## src/shared/lead_off_pkg.sv

```systemverilog
// Constants and types for the lead-off detection control block.
// Assumes a single clock domain and a 32-bit serial frame from the host.
package lead_off_pkg;

  // ****************************************
  // Serial frame layout
  // ****************************************
  localparam int          FRAME_BITS  = 32;
  localparam int          ADDR_BITS   = 7;
  localparam int          DATA_BITS   = 24;
  localparam int          HEAD_BITS   = 8;      // Write flag plus address
  localparam logic [6:0]  ADDR_NOP    = 7'h00;
  localparam logic [6:0]  ADDR_MAIN   = 7'h01;  // Main control, holds soft reset
  localparam logic [6:0]  ADDR_LOFF   = 7'h02;  // Lead-off control

  // ****************************************
  // Field positions
  // ****************************************
  localparam int          SOFT_RESET_POS = 0;
  localparam int          PHASE_HI       = 23;
  localparam int          PHASE_LO       = 18;
  localparam int          AC_EN_HI       = 17;
  localparam int          AC_EN_LO       = 12;
  localparam int          AC_LVL_HI      = 8;
  localparam int          AC_LVL_LO      = 7;
  localparam int          DC_LVL_HI      = 4;
  localparam int          DC_LVL_LO      = 2;
  localparam int          AC_SEL_POS     = 1;
  localparam int          DETECT_EN_POS  = 0;
  localparam int          CE_INDEX       = 0;   // Common electrode is the lowest bit

  // ****************************************
  // Reset values
  // ****************************************
  localparam logic [5:0]  PHASE_RST   = 6'h00;
  localparam logic [5:0]  AC_EN_RST   = 6'h00;
  localparam logic [1:0]  AC_LVL_RST  = 2'h0;
  localparam logic [2:0]  DC_LVL_RST  = 3'h0;
  localparam logic        AC_SEL_RST  = 1'b0;
  localparam logic        DET_EN_RST  = 1'b0;

  // Electrode order in every 6-bit vector: LA, LL, RA, V1, V2, CE (MSB first)
  typedef struct packed {
    logic [5:0] ac_phase;
    logic [5:0] ac_detect_en;
    logic [1:0] ac_excitation_level;
    logic [2:0] dc_excitation_level;
    logic       ac_method_select;
    logic       detach_detect_enable;
  } lead_off_ctl_t;

  localparam lead_off_ctl_t LOFF_RST = '{PHASE_RST, AC_EN_RST, AC_LVL_RST, DC_LVL_RST,
                                         AC_SEL_RST, DET_EN_RST};

endpackage

```

## src/rtl/lead_off_detect_control.sv

```systemverilog
// Lead-off detection control register with its serial access port.
// Assumes serial pins asynchronous to MCLK and SCLK well below MCLK/4.
// Summary of operation
// - Writing one to main control bit 0 returns every register to reset.
// - The soft reset bit clears itself; software never writes zero to it.
// - Bits 23..18 set each electrode's ac drive phase: zero in phase, one inverted.
// - Bits 17..12 individually enable ac detection per electrode, common included.
// - Effective ac enable is global ac select OR the individual enable.
// - Global ac select covers the five signal electrodes, not the common one.
// - Bits 8..7 choose ac current 12.5/25/50/100 nA rms, reset 00.
// - Bits 4..2 choose dc current 0..70 nA, only while ac select is zero.
// - With detection on, ac select zero means dc, one means ac detection.
// - Ac select is ignored while the master enable is zero.
// - Bit 0 master enable: zero disables all detection, reset zero.
// - An enabled calibration DAC forces ac detection off.
`timescale 1ns/1ps

module lead_off_detect_control
  import lead_off_pkg::*;
(
  input  wire logic       MCLK,
  input  wire logic       RSTN,
  input  wire logic       SCLK,
  input  wire logic       CS_N,
  input  wire logic       SDI,
  input  wire logic       CAL_DAC_EN,
  output logic            SDO,
  output logic            SDO_OE,
  output logic [5:0]      AC_DETECT_EN,
  output logic [5:0]      AC_PHASE,
  output logic [1:0]      AC_LEVEL,
  output logic            DC_DETECT_EN,
  output logic [2:0]      DC_LEVEL,
  output logic            SOFT_RESET_PENDING
);

  // ****************************************
  // Pin synchronisers
  // ****************************************
  logic [2:0] sync1;
  logic [2:0] sync2;
  logic       sclk_prev;

  // Two flops per pin; only the second stage feeds logic
  // Reset to the idle levels (SCLK low, CS_N high) so no false edge follows reset
  always_ff @(posedge MCLK) begin
    if (!RSTN) begin
      sync1     <= 3'h3;
      sync2     <= 3'h3;
      sclk_prev <= 1'b0;
    end else begin
      sync1     <= {SCLK, CS_N, SDI};
      sync2     <= sync1;
      sclk_prev <= sync2[2];
    end
  end

  logic sclk_s;
  logic cs_n_s;
  logic sdi_s;
  logic sclk_rise;
  logic sclk_fall;
  assign sclk_s    = sync2[2];
  assign cs_n_s    = sync2[1];
  assign sdi_s     = sync2[0];
  assign sclk_rise = !cs_n_s && sclk_s && !sclk_prev;
  assign sclk_fall = !cs_n_s && !sclk_s && sclk_prev;

  // ****************************************
  // Frame receiver
  // ****************************************
  logic [31:0] rx;
  logic [5:0]  bit_cnt;
  logic [23:0] tx;
  logic        is_read;

  // A frame cut short by CS_N is dropped: the counter restarts at zero
  // Count and shift on rising SCLK; deselect aborts a partial frame
  always_ff @(posedge MCLK) begin
    if (!RSTN || cs_n_s) begin
      rx      <= 32'h0000_0000;
      bit_cnt <= 6'h00;
    end else if (sclk_rise) begin
      rx      <= {rx[30:0], sdi_s};
      bit_cnt <= (bit_cnt == 6'(FRAME_BITS)) ? 6'h01 : bit_cnt + 6'h01;
    end
  end

  // Counter holds the bits already taken, so the last bit arrives at count 31
  logic frame_done;
  logic head_done;
  assign frame_done = sclk_rise && (bit_cnt == 6'(FRAME_BITS - 1));
  assign head_done  = sclk_rise && (bit_cnt == 6'(HEAD_BITS - 1));

  // Write flag and address are the oldest eight bits once the frame is complete
  logic [6:0]  head_addr;
  logic        write_main;
  logic        write_loff;
  logic        frame_end;
  logic [23:0] wdata;
  assign head_addr  = {rx[5:0], sdi_s};    // Address ends with the eighth bit
  assign wdata      = {rx[22:0], sdi_s};
  assign frame_end  = frame_done;
  assign write_main = frame_done && rx[31 - 1] && (rx[29:23] == ADDR_MAIN);
  assign write_loff = frame_done && rx[31 - 1] && (rx[29:23] == ADDR_LOFF);

  // ****************************************
  // Register storage
  // ****************************************
  lead_off_ctl_t loff;
  logic          soft_reset_bit;

  // Reserved positions are never stored, so writes to them vanish
  // Soft reset wipes the fields at once; a write in the same frame cannot race it
  always_ff @(posedge MCLK) begin
    if (!RSTN) begin
      loff <= LOFF_RST;
    end else if (write_main && wdata[SOFT_RESET_POS]) begin
      loff <= LOFF_RST;
    end else if (write_loff) begin
      loff.ac_phase             <= wdata[PHASE_HI:PHASE_LO];
      loff.ac_detect_en         <= wdata[AC_EN_HI:AC_EN_LO];
      loff.ac_excitation_level  <= wdata[AC_LVL_HI:AC_LVL_LO];
      loff.dc_excitation_level  <= wdata[DC_LVL_HI:DC_LVL_LO];
      loff.ac_method_select     <= wdata[AC_SEL_POS];
      loff.detach_detect_enable <= wdata[DETECT_EN_POS];
    end
  end

  // Bit holds until the next whole frame, which the host sends as a no-op
  always_ff @(posedge MCLK) begin
    if (!RSTN) begin
      soft_reset_bit <= 1'b0;
    end else if (write_main && wdata[SOFT_RESET_POS]) begin
      soft_reset_bit <= 1'b1;
    end else if (frame_end) begin
      soft_reset_bit <= 1'b0;
    end
  end

  // ****************************************
  // Read path
  // ****************************************
  // Reserved and unmapped bits stay zero, so nothing stored leaks onto SDO
  function automatic logic [23:0] read_word(input logic [6:0] a);
    logic [23:0] w;
    w = 24'h00_0000;
    if (a == ADDR_LOFF) begin
      w[PHASE_HI:PHASE_LO]   = loff.ac_phase;
      w[AC_EN_HI:AC_EN_LO]   = loff.ac_detect_en;
      w[AC_LVL_HI:AC_LVL_LO] = loff.ac_excitation_level;
      w[DC_LVL_HI:DC_LVL_LO] = loff.dc_excitation_level;
      w[AC_SEL_POS]          = loff.ac_method_select;
      w[DETECT_EN_POS]       = loff.detach_detect_enable;
    end else if (a == ADDR_MAIN) begin
      w[SOFT_RESET_POS] = soft_reset_bit;
    end
    return w;
  endfunction

  // Read data loads after the header and leaves MSB first on falling SCLK
  always_ff @(posedge MCLK) begin
    if (!RSTN || cs_n_s) begin
      tx      <= 24'h00_0000;
      is_read <= 1'b0;
    end else if (head_done) begin
      tx      <= read_word(head_addr);
      is_read <= !rx[6];
    end else if (sclk_fall && is_read && bit_cnt > 6'(HEAD_BITS)) begin
      tx      <= {tx[22:0], 1'b0};
    end
  end

  // Enable follows the synchronised select, so it drops a few MCLK after CS_N rises
  // Pin driven only during the data phase of a read frame
  always_ff @(posedge MCLK) begin
    if (!RSTN) begin
      SDO    <= 1'b0;
      SDO_OE <= 1'b0;
    end else begin
      SDO    <= tx[23];
      SDO_OE <= is_read && !cs_n_s && (bit_cnt >= 6'(HEAD_BITS));
    end
  end

  // ****************************************
  // Detection controls
  // ****************************************
  logic [5:0] global_ac;
  logic       detect_on;
  logic       ac_mode;
  // Master enable gates both methods; ac select alone does nothing
  assign detect_on = loff.detach_detect_enable;
  assign ac_mode   = detect_on && loff.ac_method_select;
  // Global select reaches the five signal electrodes only
  assign global_ac = {{5{ac_mode}}, 1'b0};

  // Trade-off: DC_LEVEL shows zero while dc is off, yet the stored code survives
  // Calibration DAC overrides every ac enable
  always_ff @(posedge MCLK) begin
    if (!RSTN) begin
      AC_DETECT_EN       <= 6'h00;
      AC_PHASE           <= PHASE_RST;
      AC_LEVEL           <= AC_LVL_RST;
      DC_DETECT_EN       <= 1'b0;
      DC_LEVEL           <= DC_LVL_RST;
      SOFT_RESET_PENDING <= 1'b0;
    end else begin
      AC_DETECT_EN       <= (CAL_DAC_EN || !detect_on) ? 6'h00 :
                            (global_ac | loff.ac_detect_en);
      AC_PHASE           <= loff.ac_phase;
      AC_LEVEL           <= loff.ac_excitation_level;
      DC_DETECT_EN       <= detect_on && !loff.ac_method_select;
      DC_LEVEL           <= (detect_on && !loff.ac_method_select) ?
                            loff.dc_excitation_level : DC_LVL_RST;
      SOFT_RESET_PENDING <= soft_reset_bit;
    end
  end

endmodule

```

## config.mk

```make
export PLATFORM = sky130hd
export DESIGN_NAME = lead_off_detect_control
export DESIGN_NICKNAME = d
export VERILOG_FILES = /design/src/shared/lead_off_pkg.sv /design/src/rtl/lead_off_detect_control.sv
export SDC_FILE = /design/constraint.sdc
export NUM_CORES = 1
export LEC_CHECK = 0
export ABC_AREA = 1
export BUFFER_PORTS_ARGS = -buffer_cell sky130_fd_sc_hd__buf_2
export CORE_MARGIN = 2
export CORE_UTILIZATION = 25
export DETAILED_ROUTE_END_ITERATION = 10
export GPL_TIMING_DRIVEN = 0
export PLACE_DENSITY = 0.45
export REMOVE_ABC_BUFFERS = 1
export SLEW_MARGIN = 20
export SYNTH_ARGS = -nofsm -noshare
export SYNTH_HDL_FRONTEND = slang
export SYNTH_SLANG_ARGS = --single-unit
```

## constraint.sdc

```tcl
create_clock -name MCLK -period 2.2 [get_ports MCLK]
set_input_delay 0.11 -clock MCLK [delete_from_list [all_inputs] [get_ports MCLK]]
set_output_delay 0.11 -clock MCLK [all_outputs]
set_load 0.02 [all_outputs]
```

* Word level (Yosys, flattened, before mapping)
Cells that the tools add are included.
** Word-level totals
- Word-level logic and storage cells :: 76
- Flip-flop bits (word level) :: 110
- Output and inout port bits :: 21
- Input port bits :: 6
** Operators by class
- Reductions and logical operators :: 31
- Bitwise logic cells :: 2
- Order comparisons :: 2
- Mux-type cells :: 10
- Add/sub/neg operators :: 1
- Eq/ne operators :: 7
** Operator list (number)
- $mux W24 :: 2
- $logic_and A1 B1 Y1 :: 16
- $eq A7 B1 Y1 const B :: 2
- $eq A7 B2 Y1 const B :: 2
- $mux W12 :: 1
- $logic_not A1 Y1 :: 7
- $add A6 B1 Y6 const B :: 1
- $eq A6 B3 Y1 const B :: 1
- $eq A6 B5 Y1 const B :: 1
- $eq A6 B6 Y1 const B :: 1
- $ge A6 B4 Y1 const B :: 1
- $gt A6 B4 Y1 const B :: 1
- $mux W6 :: 1
- $or A6 B6 Y6 :: 1
- $reduce_or A2 Y1 :: 3
- $mux W1 :: 4
- $mux W4 :: 1
- $reduce_bool A2 Y1 :: 2
- $logic_or A1 B1 Y1 :: 2
- $mux W2 :: 1
- $reduce_and A2 Y1 :: 1
- $not A1 Y1 :: 1

* Depth between registers and ports, before layout
Gate-level depths: netlist (run 1).
- Depth in word-level cells :: 8
- Mapped depth :: 11
- Mapped depth without buffers :: 10

* Least setup slack after synthesis (run 1)
Ideal clock, no wire load.
- Path kind :: register -> register
- From :: register bit_cnt[0]
- To :: register tx[12]
- Path slack :: 0.689 ns
- Stages on the path, launching flop included :: 12
- Required time :: 2.072 ns
- Buffers on the path :: 1
- Clock period less this slack :: 1.511 ns
- Data arrival time :: 1.384 ns
- Library setup time :: 0.128 ns
- Cells stage by stage :: dfxtp_1 inv_1 ha_1 nand2_1 nand2_1 nand2_2 nand2_4 nand2_2 buf_4 nor2_1 nor2_1 nor2_1
** On the way
- Longest elaborated chain between the ends :: 3
- Elaborated cells between the ends (all ways) :: 6
- Classes of those cells :: 1 x order compare; 1 x eq/ne; 1 x mux; 3 x reduce/logical
** Ends and longest elaborated chain
- start: declaration :: RTL line lead_off_detect_control.sv:73 : logic [5:0] bit_cnt;
- start signal: assignment :: RTL line lead_off_detect_control.sv:85 : bit_cnt <= (bit_cnt == 6'(FRAME_BITS)) ? 6'h01 : bit_cnt + 6'h01;
- $gt A6 B4 Y1 / $eq A6 B3 Y1 (equally long branches) :: RTL line lead_off_detect_control.sv:169, lead_off_detect_control.sv:93
- $logic_and A1 B1 Y1, on equally long branches :: RTL line lead_off_detect_control.sv:169, lead_off_detect_control.sv:93
- $reduce_bool A2 Y1 (no source line) / $mux W24 (equally long branches)
- end signal: assignment :: RTL line lead_off_detect_control.sv:167 : tx <= read_word(head_addr);
- end signal: assignment :: RTL line lead_off_detect_control.sv:170 : tx <= {tx[22:0], 1'b0};
- end: declaration :: RTL line lead_off_detect_control.sv:74 : logic [23:0] tx;
Several ways; a longest one is shown, not always the timed one.
A chain may end at the register's enable or synchronous reset.

* Final worst setup path (run 1)
- From :: register bit_cnt[0]
- To :: register tx[13]
Same word-level chain as after synthesis.

==> results of run 1 <==
## layout make-up
class	instances	area, um^2	area share (%)
clock inverter	4	72.6	1.44
clock buffer	10	239	4.73
sequential	110	2200	43.6
inverter	71	267	5.27
timing repair buffer	36	253	5.00
multi-input combinational	385	1740	34.4
tap	225	282	5.57
## power breakdown
| group | leakage, nW | internal (mW) | switching (mW) |
|---|---|---|---|
| sequential | 0.887 | 2.00 | 0.00415 |
| combinational | 0.826 | 0.0195 | 0.0427 |
| clock | 0.150 | 1.01 | 0.707 |
## sequential cells by signal (all words and copies together) (netlist names), 3 cells and up
name          cells
sync1             3
bit_cnt           6
tx               24
AC_DETECT_EN      6
sync2             3
loff             18
rx               31
DC_LEVEL          3
AC_PHASE          6
## layer usage
layer | track usage [%] | up-vias
met4 | 3.99 | 0
li1 | - | 1891
met2 | 18.3 | 30
met5 | 0 | -
met1 | 13.8 | 1636
met3 | 2.39 | 7
## worst max-delay path: stages, from the launching register on
cell	delay, ns
dfxtp_1	0.37
inv_1	0.07
ha_1	0.19
nand2_1	0.08
nand2_1	0.07
nand2_2	0.35
nand2_4	0.16
nand2_4	0.23
nor2_1	0.07
nor2_1	0.11
nor2_1	0.04
## worst paths after layout
check / from / endpoint / slack, ns / depth (start not counted)
setup reg to reg: bit_cnt[0]$_SDFFE_PP0P_ / tx[13]$_SDFFE_PP0P_ / 0.30 / 10
hold reg to reg: sync1[0]$_SDFF_PN1_ / sync2[0]$_SDFF_PN1_ / 0.41 / 1
hold / removal: CAL_DAC_EN / AC_DETECT_EN[0]$_SDFF_PP0_ / 0.13 / 4
setup / recovery: bit_cnt[0]$_SDFFE_PP0P_ / tx[13]$_SDFFE_PP0P_ / 0.30 / 10
## logic make-up after synthesis
kind of cell | share of synthesized area, %
and+or+nand+nor | 28.3
DFF | 51.1
buffers and inverters | 9.31
AOI/OAI and AO/OA | 10.8
adders and majority gates | 0.580
## layout by cell type (no fill, tap or decap), drive strengths merged, types with 3 or more instances in the layout
cell type | synthesis | layout
nand2 | 112 | 112
dfxtp | 110 | 110
or2 | 4 | 4
dlygate4sd3 | 0 | 3
inv | 71 | 71
nor2 | 121 | 121
clkbuf | 15 | 10
nand3 | 48 | 48
a21oi | 46 | 46
buf | 13 | 33
o21ai | 44 | 44
nor3 | 6 | 6
## through the flow
| step | instances | hold slack (ns) | worst slack, ns | setup TNS [ns] | util, % |
|---|---|---|---|---|---|
| floorplan | 566 | 0.203 | 0.272 | 0 | - |
| global placement | 817 | 0.291 | -0.733 | -35.71 | 26.9 |
| detailed placement | 819 | 0.299 | -0.405 | -12.16 | 27.3 |
| CTS | 836 | 0.120 | 0.0689 | 0 | 29.4 |
| global route | 841 | 0.167 | 0.116 | 0 | 29.6 |
| finish | 841 | 0.126 | 0.298 | 0 | 29.6 |
## what timing repair did
item / in CTS / in global routing
hold endpoints to repair: 3 / 0
setup endpoints to repair: 24 / 21
hold buffers: 3 / 0
setup buffers: 0 / 5
gates resized for setup: 3 / 1
pin swaps: 0 / 1
==> results.cfg, run 1 <==
[global_routing]
grt_max_degree = 37
grt_overflow_total = 0
antenna_found_initial = 0
grt_pass1_wl_mm = 16.0
grt_pass1_vias = 3273
gr-usage-all-layers_pct = 10.9

[drt]
antenna_left = 0
wl_met3_um = 251
drc = 0
firstDrtPassIters = 4
vias = 3564
wl_met1_mm = 4.69
route.met2.wl_mm = 4.40
highest_layer = met4
drt_iter0_drc = 237
avgRoutedWirePerCell_um = 11.3
wirelength_mm = 9.49
vias_per_cell = 4.24

[synthesis]
syn_inst = 594
yosysTopAreaCell = dfxtp_1
ys_ff_latch = 110
synth.cells.most_frequent = nor2_1 (114), dfxtp_1 (110), nand2_1 (109)
netlist.area_leader.share_pct = 51.1
synthTopCellsByArea = dfxtp_1 (51%), nor2_1 (9.9%), nand2_1 (9.5%), inv_1 (5.8%), nand3_1 (5.5%)
synth.cell_area_um2 = 4310
yosysMostFrequentCell = nor2_1
synth_edf_count = 0
ys_warn_count = 0
yosys_most_used_dff = dfxtp_1
synthArstFlopShare_pct = 0
avgSynthCellArea_um2 = 7.26
yosysUniqueCellTypes = 23
yosysSeqAreaShare_pct = 51.1

[placed_design]
place_area_um2 = 4660
routabilityCongestion = 0.733
dp_hpwl_mm = 6.32
portBuffers = 26

[worst_setup_path]
setup.worst_path.class = register to register
start_kind = register
arrival_ns = 2.11
cp.required_ns = 2.41
crit_fanout = 19
cp-end-kind = register

[timing]
setup_viol = 0
rsz0062_at_grt = no
slew_viol_final = 0
min_period_ns = 1.90
tightest_slew_ns = 0.900
slew_headroom_pct = 39.9
finalCritPeriodShare_pct = 86.5
hold_viol = 0
max_freq_mhz = 526
skew_ns = 0.00946

[outcome]
status = complete, no violations

[cells_and_area]
syn_to_final_growth_pct = 17.2
fin_area_um2 = 5050
antenna_cells = 0
drive_above_1_share_pct = 11.4
fillers = 1875
nets = 621

[run]
max-cap-violations = 0

[clocking]
cts_root_buf = clkbuf_16
cts_made_buffers = 9
cts_buffer_depth = 2
cts.sinks = 110
cts_tree = done
cts.htree.levels = 3
clk_pin_slew_ns = 0.07
clkLatencyLatePin_ns = 0.34

[power]
powerDensity_nw_per_um2 = 749
p_leak_nw = 1.86
vdd_drop_max_mv = 0.340
totalPowerFinal_mw = 3.78

[floorplanning]
coreArea_um2 = 17100
die_width_um = 135
dieArea_um2 = 18300
die_h_um = 135
initial_core_util_pct = 25.3
rows = 48
io_pins = 27

[worst_hold_path]
hp-class = input port to register
Power figures use the tool's default switching activity.
==> run 2: changes to the inputs <==
- REMOVE_ABC_BUFFERS: 1 -> unset
==> results.cfg, run 2 (same netlist as run 1, synthesis figures left out) <==
[outcome]
status = complete, no violations

[cells_and_area]
fin_area_um2 = 5120
layout.cells.non_filler = 863
mostFrequentLayoutCells = nor2_1 (114), dfxtp_1 (110), nand2_1 (109)
reg.largest.list = rx x31, tx x24, loff x18
antenna_cells = 0
fillers = 1886
final_common_cell = nor2_1
syn_to_final_growth_pct = 18.7
nets = 641
drive_above_1_share_pct = 11.4
largest_reg_flops = 31
largest-register = rx

[power]
powerDensity_nw_per_um2 = 791
p_leak_nw = 1.90
vdd_drop_max_mv = 0.347

[timing]
tightest_slew_ns = 0.688
min_period_ns = 1.83
rsz0062_at_grt = no
skew_ns = 0.00895
slew_viol_final = 0
finalCritPeriodShare_pct = 83.1
setup_slack_ns = 0.371
holdWs_ns = 0.0698
hold_viol = 0
slew_headroom_pct = 54.1
final.setup.tns_ns = 0
max_freq_mhz = 547
setup_viol = 0

[drt]
avgRoutedWirePerCell_um = 11.8
drc = 0
vias_per_cell = 4.14
firstDrtPassIters = 4
drt_iter0_drc = 252
vias = 3569
wirelength_mm = 10.2
antenna_left = 0

[worst_setup_path]
setup.worst_path.class = register to register
critPathMostFrequentCell = nor2_1
cp_slowest_cell = dfxtp_1
crit_fanout = 10
cp_top_family = simple AND/OR/NAND/NOR gates
worstPathCellList = inv_1, ha_1, nand2_1, nand2_1, nand2_2, nand2_4, nand2_2, buf_4, nor2_1, nor2_1, nor2_1
worst-path-buf-inv = 2
slowest_delay_ns = 0.37
arrival_ns = 2.05
cp-end-kind = register
start_kind = register
cp.required_ns = 2.42

[global_routing]
antenna_found_initial = 0
grt_max_degree = 18
grt_pass1_wl_mm = 17.3
gr-usage-all-layers_pct = 12.1
grt_pass1_vias = 3489
grt_overflow_total = 0

[clocking]
clkLatencyLatePin_ns = 0.35
cts_buffer_depth = 2
cts.htree.levels = 3
cts_root_buf = clkbuf_16
cts_made_buffers = 9
clk_pin_slew_ns = 0.07
post_cts_buffers = 0
cts_tree = done
cts.sinks = 110

[floorplanning]
die_width_um = 135
die_h_um = 135
coreArea_um2 = 17100
dieArea_um2 = 18300
initial_core_util_pct = 25.3
rows = 48
io_pins = 27

[placed_design]
dp_hpwl_mm = 7.60
routabilityCongestion = 0.755
dp_slack_ns = 0.362
place_area_um2 = 4720
placed_cells = 844
portBuffers = 25

[worst_hold_path]
hp-class = input port to register

[run]
max-cap-violations = 0

[synthesis]
synth_nets = 602
[run 2: tightest hold or removal path, delay by kind of cell]
family | cells | cell delay (ns)
buffers and inverters | 2 | 0.19
AND/OR/NAND/NOR | 1 | 0.08
[run 2: cell type report]
class,instances,area [um^2],area share [%]
Clock buffer,10,239,4.67
Inverter,71,267,5.20
Clock inverter,6,133,2.59
Multi-Input combinational cell,385,1710,33.4
Sequential cell,110,2200,43.0
Buffer,28,135,2.64
Timing Repair Buffer,28,155,3.03
Tap cell,225,282,5.50
[run 2: worst paths after layout]
path	start	endpoint	slack (ns)	depth (start not counted)
worst max-delay path	bit_cnt[0]$_SDFFE_PP0P_	tx[12]$_SDFFE_PP0P_	0.37	11
worst min-delay path	RSTN	AC_LEVEL[1]$_SDFF_PN0_	0.07	3
worst min register to register	sync1[0]$_SDFF_PN1_	sync2[0]$_SDFF_PN1_	0.42	1
worst max register to register	bit_cnt[0]$_SDFFE_PP0P_	tx[12]$_SDFFE_PP0P_	0.37	11
[run 2: power breakdown]
part	switching, mW	leakage, nW	internal [mW]	total, mW
Sequential	0.00425	0.887	2.00	2.00
Clock	0.732	0.179	1.26	1.99
Combinational	0.0422	0.830	0.0196	0.0618
[run 2: metrics by stage]
step | util (%) | power [mW]
finish | 30.0 | 4.05
global route | 30.0 | 4.20
CTS | 30.0 | 4.11
detailed placement | 27.7 | 2.10
global placement | 27.7 | 2.11
floorplan | - | 2.08
[run 2: repair_timing]
| action | CTS | global route |
|---|---|---|
| endpoints found under the hold margin | 3 | 0 |
| resized for setup | 0 | 0 |
| hold buffers | 3 | 0 |
[run 2: per-layer routing]
layer	track usage, %	wire length (um)
met1	15.5	5090
met2	19.7	4630
met3	1.91	222
met4	6.13	246
met5	0	0
